<file path="src/pcw_defines.vh">
// Address map, field positions and reset value of the PWM cycle configuration block
`ifndef PCW_DEFINES_VH
`define PCW_DEFINES_VH

// ----------------------------------------
// Register addresses and pages
// ----------------------------------------
`define PCW_CFG_ADDR 8'hD9
`define PCW_CFG_PAGE 8'h0F
`define PCW_CMP_PAGE 8'h00
`define PCW_CMP_LO_BASE 8'hE9
`define PCW_CMP_HI_BASE 8'hF9

// ----------------------------------------
// Configuration register fields
// ----------------------------------------
`define PCW_BIT_RELOAD_SEL 7
`define PCW_BIT_IRQ_EN 6
`define PCW_BIT_OVF_FLAG 5
`define PCW_CLSEL_MSB 1
`define PCW_CLSEL_LSB 0
`define PCW_CFG_RESET 8'h00

// ----------------------------------------
// Cycle length codes and field masks
// ----------------------------------------
`define PCW_LEN_8 2'h0
`define PCW_LEN_9 2'h1
`define PCW_LEN_10 2'h2
`define PCW_LEN_11 2'h3
`define PCW_MASK_8 16'h00FF
`define PCW_MASK_9 16'h01FF
`define PCW_MASK_10 16'h03FF
`define PCW_MASK_11 16'h07FF
`define PCW_MASK_16 16'hFFFF

`endif

</file>
<file path="src/pcw_reload_mem.v">
// Byte-wide store of the per-module auto-reload values
module pcw_reload_mem #(
    parameter DEPTH = 12,
    parameter AW = 4
) (
    input wire mclk,
    input wire reset,
    input wire wr_en,
    input wire [AW-1:0] wr_addr,
    input wire [7:0] wr_data,
    input wire rd_en,
    input wire [AW-1:0] rd_addr,
    output reg [7:0] rd_data,
    output wire [8*DEPTH-1:0] all_data
);

    // ----------------------------------------
    // Storage
    // ----------------------------------------
    reg [7:0] mem [0:DEPTH-1];
    integer i;

    always @(posedge mclk or posedge reset) begin
        if (reset) begin
            for (i = 0; i < DEPTH; i = i + 1) begin
                mem[i] <= 8'h00;
            end
            rd_data <= 8'h00;
        end else begin
            if (wr_en) begin
                mem[wr_addr] <= wr_data;
            end
            if (rd_en) begin
                rd_data <= mem[rd_addr];
            end
        end
    end

    // ----------------------------------------
    // Parallel view for reload copies
    // ----------------------------------------
    genvar g;
    generate
        for (g = 0; g < DEPTH; g = g + 1) begin : g_flat
            assign all_data[8*g+7:8*g] = mem[g];
        end
    endgenerate

endmodule

</file>
<file path="src/pcw_top.v">
// PWM cycle length configuration, cycle overflow flag and per-module PWM outputs
`include "pcw_defines.vh"

//Behaviour
// Bit 7 steers compare addresses to reloads
// Reload value feeds 9/10/11-bit PWM
// Reloads inert in other modes, still accessible
// Bit 6 gates overflow flag onto interrupt
// Flag set on selected counter bit overflow
// Flag set by hardware or software one
// Bits 4:2 read zero, writes ignored
// Bits 1:0 choose 8 to 11 bits
// Selected length shared by all narrow PWMs
// Wide PWM ignores length, uses 16 bits
// Decodes at 0xD9 page 0x0F, resets zero
// Per-module select: wide or narrow PWM
// Enabled PWM drives module output pin
// Reload copied to compare at overflow
module pcw_top #(
    parameter NUM_MODULES = 6
) (
    input wire mclk,
    input wire reset,
    input wire [7:0] sfr_page,
    input wire [7:0] sfr_addr,
    input wire [7:0] sfr_wdata,
    input wire sfr_wr,
    input wire sfr_rd,
    output reg [7:0] sfr_rdata,
    output reg sfr_rvalid,
    input wire [15:0] array_main_counter,
    input wire [NUM_MODULES-1:0] pwm_mode_enable,
    input wire [NUM_MODULES-1:0] wide_pwm_select,
    output reg [NUM_MODULES-1:0] module_output_pin,
    output reg cycle_overflow_irq
);

    localparam DEPTH = 2 * NUM_MODULES;

    // ----------------------------------------
    // Decode helpers
    // ----------------------------------------
    function [3:0] pcw_cmp_hit;
        input [7:0] addr;
        input [7:0] base;
        reg [7:0] d;
        begin
            d = addr - base;
            if (d < NUM_MODULES) begin
                pcw_cmp_hit = {1'b1, d[2:0]};
            end else begin
                pcw_cmp_hit = 4'h0;
            end
        end
    endfunction

    function [15:0] pcw_len_mask;
        input [1:0] sel;
        begin
            case (sel)
                `PCW_LEN_8: pcw_len_mask = `PCW_MASK_8;
                `PCW_LEN_9: pcw_len_mask = `PCW_MASK_9;
                `PCW_LEN_10: pcw_len_mask = `PCW_MASK_10;
                `PCW_LEN_11: pcw_len_mask = `PCW_MASK_11;
                default: pcw_len_mask = `PCW_MASK_8;
            endcase
        end
    endfunction

    // ----------------------------------------
    // Configuration register state
    // ----------------------------------------
    reg reload_bank_select;
    reg cycle_overflow_irq_enable;
    reg cycle_overflow_flag;
    reg [1:0] cycle_length_select;
    reg [15:0] counter_prev;

    wire cfg_hit;
    wire cmp_page_ok;
    wire [3:0] lo_hit;
    wire [3:0] hi_hit;
    wire cmp_hit;
    wire [2:0] cmp_idx;
    wire cmp_is_high;
    wire [15:0] len_mask;
    wire cycle_overflow;
    wire next_flag;

    assign cfg_hit = (sfr_addr == `PCW_CFG_ADDR) && (sfr_page == `PCW_CFG_PAGE);
    assign cmp_page_ok = (sfr_page == `PCW_CMP_PAGE);
    assign lo_hit = pcw_cmp_hit(sfr_addr, `PCW_CMP_LO_BASE);
    assign hi_hit = pcw_cmp_hit(sfr_addr, `PCW_CMP_HI_BASE);
    assign cmp_hit = cmp_page_ok && (lo_hit[3] || hi_hit[3]);
    assign cmp_is_high = hi_hit[3];
    assign cmp_idx = hi_hit[3] ? hi_hit[2:0] : lo_hit[2:0];

    // ----------------------------------------
    // Access strobes
    // ----------------------------------------
    wire cfg_write;
    wire cfg_read;
    wire cmp_write;
    wire cmp_read;

    assign cfg_write = sfr_wr && cfg_hit;
    assign cfg_read = sfr_rd && cfg_hit;
    assign cmp_write = sfr_wr && cmp_hit;
    assign cmp_read = sfr_rd && cmp_hit;

    // ----------------------------------------
    // Cycle overflow detection
    // ----------------------------------------
    wire [15:0] prev_field;
    wire [15:0] cur_field;

    assign len_mask = pcw_len_mask(cycle_length_select);
    assign prev_field = counter_prev & len_mask;
    assign cur_field = array_main_counter & len_mask;
    assign cycle_overflow = (prev_field == len_mask) && (cur_field == 16'h0000);

    // Hardware set wins over a software clear in the same cycle
    assign next_flag = cycle_overflow ||
                       (cfg_write ? sfr_wdata[`PCW_BIT_OVF_FLAG] : cycle_overflow_flag);

    // ----------------------------------------
    // Configuration next values
    // ----------------------------------------
    reg next_reload_bank_select;
    reg next_irq_enable;
    reg [1:0] next_length_select;

    always @* begin
        next_reload_bank_select = reload_bank_select;
        next_irq_enable = cycle_overflow_irq_enable;
        next_length_select = cycle_length_select;
        if (cfg_write) begin
            // Bits 4:2 have no storage
            next_reload_bank_select = sfr_wdata[`PCW_BIT_RELOAD_SEL];
            next_irq_enable = sfr_wdata[`PCW_BIT_IRQ_EN];
            next_length_select = sfr_wdata[`PCW_CLSEL_MSB:`PCW_CLSEL_LSB];
        end
    end

    // ----------------------------------------
    // Interrupt request
    // ----------------------------------------
    wire next_irq;

    assign next_irq = next_flag && next_irq_enable;

    // ----------------------------------------
    // Configuration registers
    // ----------------------------------------
    always @(posedge mclk or posedge reset) begin
        if (reset) begin
            reload_bank_select <= 1'b0;
            cycle_overflow_irq_enable <= 1'b0;
            cycle_overflow_flag <= 1'b0;
            cycle_length_select <= 2'h0;
            counter_prev <= 16'h0000;
            cycle_overflow_irq <= 1'b0;
        end else begin
            counter_prev <= array_main_counter;
            cycle_overflow_flag <= next_flag;
            reload_bank_select <= next_reload_bank_select;
            cycle_overflow_irq_enable <= next_irq_enable;
            cycle_length_select <= next_length_select;
            cycle_overflow_irq <= next_irq;
        end
    end

    // ----------------------------------------
    // Auto-reload storage
    // ----------------------------------------
    wire rl_wr;
    wire rl_rd;
    wire [3:0] rl_addr;
    wire [7:0] rl_rdata;
    wire [8*DEPTH-1:0] rl_all;

    assign rl_wr = sfr_wr && cmp_hit && reload_bank_select;
    assign rl_rd = sfr_rd && cmp_hit && reload_bank_select;
    assign rl_addr = {cmp_idx, cmp_is_high};

    pcw_reload_mem #(
        .DEPTH(DEPTH),
        .AW(4)
    ) u_reload (
        .mclk(mclk),
        .reset(reset),
        .wr_en(rl_wr),
        .wr_addr(rl_addr),
        .wr_data(sfr_wdata),
        .rd_en(rl_rd),
        .rd_addr(rl_addr),
        .rd_data(rl_rdata),
        .all_data(rl_all)
    );

    // ----------------------------------------
    // Per-module compare values and PWM outputs
    // ----------------------------------------
    wire [16*NUM_MODULES-1:0] cmp_flat;
    wire narrow_reload;

    assign narrow_reload = cycle_overflow && (cycle_length_select != `PCW_LEN_8);

    genvar g;
    generate
        for (g = 0; g < NUM_MODULES; g = g + 1) begin : g_mod
            reg [15:0] module_compare_value;
            reg [15:0] next_compare;
            wire sel_me;
            wire narrow_pwm;
            wire [15:0] mask_me;
            wire [15:0] reload_word;
            wire level;
            wire next_pin;

            assign sel_me = cmp_write && !reload_bank_select && (cmp_idx == g);
            assign narrow_pwm = pwm_mode_enable[g] && !wide_pwm_select[g];
            assign mask_me = wide_pwm_select[g] ? `PCW_MASK_16 : len_mask;
            assign reload_word = rl_all[16*g+15:16*g];
            assign level = (array_main_counter & mask_me) >= (module_compare_value & mask_me);
            assign next_pin = pwm_mode_enable[g] && level;
            assign cmp_flat[16*g+15:16*g] = module_compare_value;

            always @* begin
                next_compare = module_compare_value;
                if (sel_me && cmp_is_high) begin
                    next_compare[15:8] = sfr_wdata;
                end else if (sel_me) begin
                    next_compare[7:0] = sfr_wdata;
                end else if (narrow_reload && narrow_pwm) begin
                    next_compare = reload_word;
                end
            end

            always @(posedge mclk or posedge reset) begin
                if (reset) begin
                    module_compare_value <= 16'h0000;
                    module_output_pin[g] <= 1'b0;
                end else begin
                    module_compare_value <= next_compare;
                    module_output_pin[g] <= next_pin;
                end
            end
        end
    endgenerate

    // ----------------------------------------
    // Register read path
    // ----------------------------------------
    reg rd_stage;
    reg rd_from_mem;
    reg [7:0] rd_local;
    reg [7:0] next_rd_local;
    reg [7:0] next_rdata;
    wire [15:0] cmp_sel;
    wire [7:0] cfg_image;

    assign cmp_sel = cmp_flat[16*cmp_idx +: 16];
    assign cfg_image = {reload_bank_select, cycle_overflow_irq_enable, cycle_overflow_flag,
                        3'h0, cycle_length_select};

    // Snapshot at the read edge
    always @* begin
        next_rd_local = rd_local;
        if (cfg_read) begin
            next_rd_local = cfg_image;
        end else if (cmp_read) begin
            next_rd_local = cmp_is_high ? cmp_sel[15:8] : cmp_sel[7:0];
        end else if (sfr_rd) begin
            next_rd_local = 8'h00;
        end
    end

    // Store byte or snapshot
    always @* begin
        next_rdata = sfr_rdata;
        if (rd_stage) begin
            next_rdata = rd_from_mem ? rl_rdata : rd_local;
        end
    end

    always @(posedge mclk or posedge reset) begin
        if (reset) begin
            rd_stage <= 1'b0;
            rd_from_mem <= 1'b0;
            rd_local <= 8'h00;
            sfr_rdata <= 8'h00;
            sfr_rvalid <= 1'b0;
        end else begin
            rd_stage <= sfr_rd;
            rd_from_mem <= rl_rd;
            rd_local <= next_rd_local;
            sfr_rvalid <= rd_stage;
            sfr_rdata <= next_rdata;
        end
    end

endmodule

</file>
<file path="config.mk">
export PLATFORM = sky130hd
export DESIGN_NAME = pcw_top
export DESIGN_NICKNAME = d
export VERILOG_FILES = /design/src/pcw_reload_mem.v /design/src/pcw_top.v
export VERILOG_INCLUDE_DIRS = /design/src /design/src/src
export SDC_FILE = /design/constraint.sdc
export NUM_CORES = 1
export LEC_CHECK = 0
export CAP_MARGIN = 10
export CORE_ASPECT_RATIO = 2
export CORE_MARGIN = 5
export CORE_UTILIZATION = 60
export CTS_CLUSTER_DIAMETER = 50
export DETAILED_ROUTE_END_ITERATION = 8
export DONT_BUFFER_PORTS = 1
export PLACE_DENSITY = 0.83
export SYNTH_ARGS = -nofsm -noshare
export SYNTH_HDL_FRONTEND = slang
export SYNTH_SLANG_ARGS = --single-unit
</file>
<file path="constraint.sdc">
create_clock -name mclk -period 11.1 [get_ports mclk]
set_input_delay 2.22 -clock mclk [delete_from_list [all_inputs] [get_ports mclk]]
set_output_delay 2.22 -clock mclk [all_outputs]
set_load 0.1 [all_outputs]
</file>
==> flow_metrics.env <==
export IMPL_outcome="complete, no violations"
export IMPL_path_delay_family="compound AO/OA/AOI/OAI gates"
export IMPL_post_cts_buffers=0
export IMPL_clockBufferDepth=3
export IMPL_fin_crit_sh_pct=55.6
export IMPL_post_cts_resized=0
export IMPL_avgSynthCellArea_sq_um=10.2
export IMPL_slew_limit_headroom_pct=20.5
export IMPL_layout_setup_ws_ns=4.93
export IMPL_synth_top_family_by_area="compound AO/OA/AOI/OAI gates"
export IMPL_synth_edf_count=0
export IMPL_clockRootBuffer="clkbuf_16"
export IMPL_vias=12400
export IMPL_pre_cts_ws_ns=4.52
export IMPL_synth_cells=1449
export IMPL_hold_class="reg2reg"
export IMPL_die_w_um=121
export IMPL_slowest_stage="o311ai_2"
export IMPL_portBuffers=0
export IMPL_clkLatencyLatePin_ns=0.54
export IMPL_ys_seq_area_share_pct=41.1
export IMPL_sw_frac_of_total_pct=26.0
export IMPL_r2r_start="reload_bank_select"
export IMPL_synthDistinctLibCells=76
export IMPL_layout_cells_most_common_list="242 x dfrtp_1, 109 x a21oi_1, 98 x ha_1"
export IMPL_rows=81
export IMPL_die_area_sq_mm=0.0280
export IMPL_diodes=0
export IMPL_synthMuxAreaShare_pct=13.4
export IMPL_synth_nets=1603
export IMPL_post_route_min_period_ns=6.17
export IMPL_tns_ns=0
export IMPL_nFillCells=1918
export IMPL_worstPathArrival_ns=6.58
export IMPL_antenna_found_initial=0
export IMPL_synth_area_sq_mm=0.0147
export IMPL_crit_chain="inv_1 > ha_1 > o221ai_1 > a221oi_4 > buf_4 > a21oi_4 > buf_4 > o311ai_2 > and2_1 > a21oi_1"
export IMPL_maxCapViolCount=0
export IMPL_grt_max_degree=86
export IMPL_fmax_mhz=162
export IMPL_cts_buffers_inserted=22
export IMPL_wire_per_inst_um=30.9
export IMPL_p_sw_w=0.000478
export IMPL_syn2layout_area_growth_pct=5.33
export IMPL_async_flop_share_pct=100
export IMPL_setup_violations=0
export IMPL_drt_total_wl_um=52400
export IMPL_hold_ws_ns=0.521
export IMPL_yosys_area_share_simple_pct=11.0
export IMPL_grt_pass1_wl_um=78000
export IMPL_critPathBufInv=3
export IMPL_core_area_sq_mm=0.0243
export IMPL_htree_levels=1
export IMPL_fin_nets=1545
export IMPL_viasPerCell=7.32
export IMPL_hp_start="u_reload.rd_data[3]"
export IMPL_rsz0062_at_grt="false"
export IMPL_critPathKind="in2reg"
export IMPL_worst_pin_slew_ns=1.16
export IMPL_grt_pass1_vias=12600
export IMPL_cpPeakStageDelay_ns=0.99
export IMPL_grt_ovfl_total=0
export IMPL_antenna_left=0
export IMPL_ys_warn_count=0
export IMPL_end_kind="register"
export IMPL_power_frac_clock_pct=42.1
export IMPL_dp_hpwl_um=38300
export IMPL_place_gp_congestion=1.07
export IMPL_cts_tree="yes"
export IMPL_instances_no_fill=1694
export IMPL_clk_pin_slew_ns=0.06
export IMPL_dp_cells=1656
export IMPL_pwr_share_seq_pct=50.6
export IMPL_multi_input_area_sq_mm=0.00804
export IMPL_final_common_cell="dfrtp_1"
export IMPL_cpMostUsedCell="buf_4"
export IMPL_dieHeight_um=232
export IMPL_drive_above_1_share_pct=8.48
export IMPL_synth_ff_type="dfrtp_1"
export IMPL_remaining_drc_errors=0
export IMPL_synth_xor_area_share_pct=0.348
export IMPL_slew_viol_final=0
export IMPL_p_comb_share_pct=7.3
export IMPL_initial_utilization_pct=60.6
export IMPL_synth_ff_latch_count=242
export IMPL_p_leak_nw=7.42
export IMPL_pwr_density_cell_mw_per_mm2=118
export IMPL_gr_usage_all_layers_pct=37.7
export IMPL_hold_viol=0
export IMPL_worstPathRequired_ns=11.51
export IMPL_ioPinCount=72
export IMPL_ir_drop_mv=0.0980
export IMPL_worst_clock_skew_ns=0.00985
export IMPL_seq_area_sq_mm=0.00606
export IMPL_cts_sinks=242
export IMPL_firstDrtPassIters=6
export IMPL_hold_buffers=0
export IMPL_power_internal_w=0.00136
export IMPL_start_kind="input port"
export IMPL_crit_path_start="sfr_addr[0]"
export IMPL_critical_path_max_fanout=60
export IMPL_synth_compound_area_share_pct=21.4
export IMPL_drt_iter0_markers=1419
export IMPL_synthAdderAreaFrac_pct=8.32
[logic make-up after synthesis]
logic type,count (synthesis)
XOR/XNOR,5
multiplexers,179
AO/OA/AOI/OAI,448
buffers and inverters,165
AND/OR/NAND/NOR,312
adder cells (fa/ha/maj),98
flip-flops,242
[worst paths after layout]
check,slack (ns),end,cells after the start
worst min register to register,0.52,u_reload.rd_data[3],2
worst max-delay path,4.93,g_mod[0].module_compare_value[4],10
worst min-delay path,0.52,u_reload.rd_data[3],2
worst max register to register,7.69,g_mod[0].module_compare_value[4],5
min in group asynchronous,1.61,u_reload.all_data[23],1
max in group asynchronous,7.97,g_mod[0].module_compare_value[7],2
[stage by stage]
stage | instance area [sq um] | utilization [%] | total power (W)
finish | 15500 | 63.8 | 0.00184
CTS | 15500 | 63.8 | 0.00183
detailed placement | 14800 | 60.9 | 0.00108
global placement | 14800 | 60.9 | 0.00107
global route | 15500 | 63.8 | 0.00188
floorplan | 14700 | - | 0.00106
[cell usage after synthesis, types with 55 or more instances]
cell      number  area share (%)
mux2i_1       80             5.4
mux2_1        55             4.2
clkbuf_1      69             1.8
dfrtp_1      242              41
o22ai_1       56             2.4
nand2_1       84             2.1
a21o_1        56             2.9
ha_1          98             8.3
a21oi_1      109             3.7
nor2_1        61             1.6
inv_1         66             1.7
[power by group through the flow]
stage / clock network, W / registers [W] / logic [W]
after floorplan: 0 / 0.000944 / 0.000112
after global placement: 0 / 0.000946 / 0.000127
after detailed placement: 0 / 0.000946 / 0.000131
after CTS: 0.000772 / 0.000929 / 0.000132
after global routing: 0.000808 / 0.000929 / 0.000147
final: 0.000773 / 0.000929 / 0.000134
[tightest hold or removal path, cell delays in order, from the launching register on]
cell and delay [ns]:
dfrtp_1 0.35, nand2_1 0.06, o211ai_1 0.08
[sequential cells by signal, indices dropped and copies added, names as in the netlist]
name and cells:
g_mod.module_compare_value 96, u_reload.all_data 96, counter_prev 11, rd_local 8
sfr_rdata 8, u_reload.rd_data 8, module_output_pin 6, cycle_length_select 2
cycle_overflow_flag 1, cycle_overflow_irq 1, cycle_overflow_irq_enable 1, rd_from_mem 1
rd_stage 1, reload_bank_select 1, sfr_rvalid 1
[layer usage]
layer | wire length (um) | global-route usage, % | up-vias
met5 | 0 | 0 | -
met4 | 6740 | 37.0 | 0
met3 | 4170 | 6.01 | 337
met2 | 24600 | 61.4 | 794
met1 | 16800 | 40.5 | 6017
li1 | - | - | 5247
[cell type report]
class,count,share of cell area [%]
clock buffer,32,4.12
clock inverter,5,0.363
inverter,68,1.69
multi-input combinational,1042,51.8
sequential,242,39.0
tap,290,2.34
timing repair buffer,15,0.709
Power figures use the tool's default switching activity.
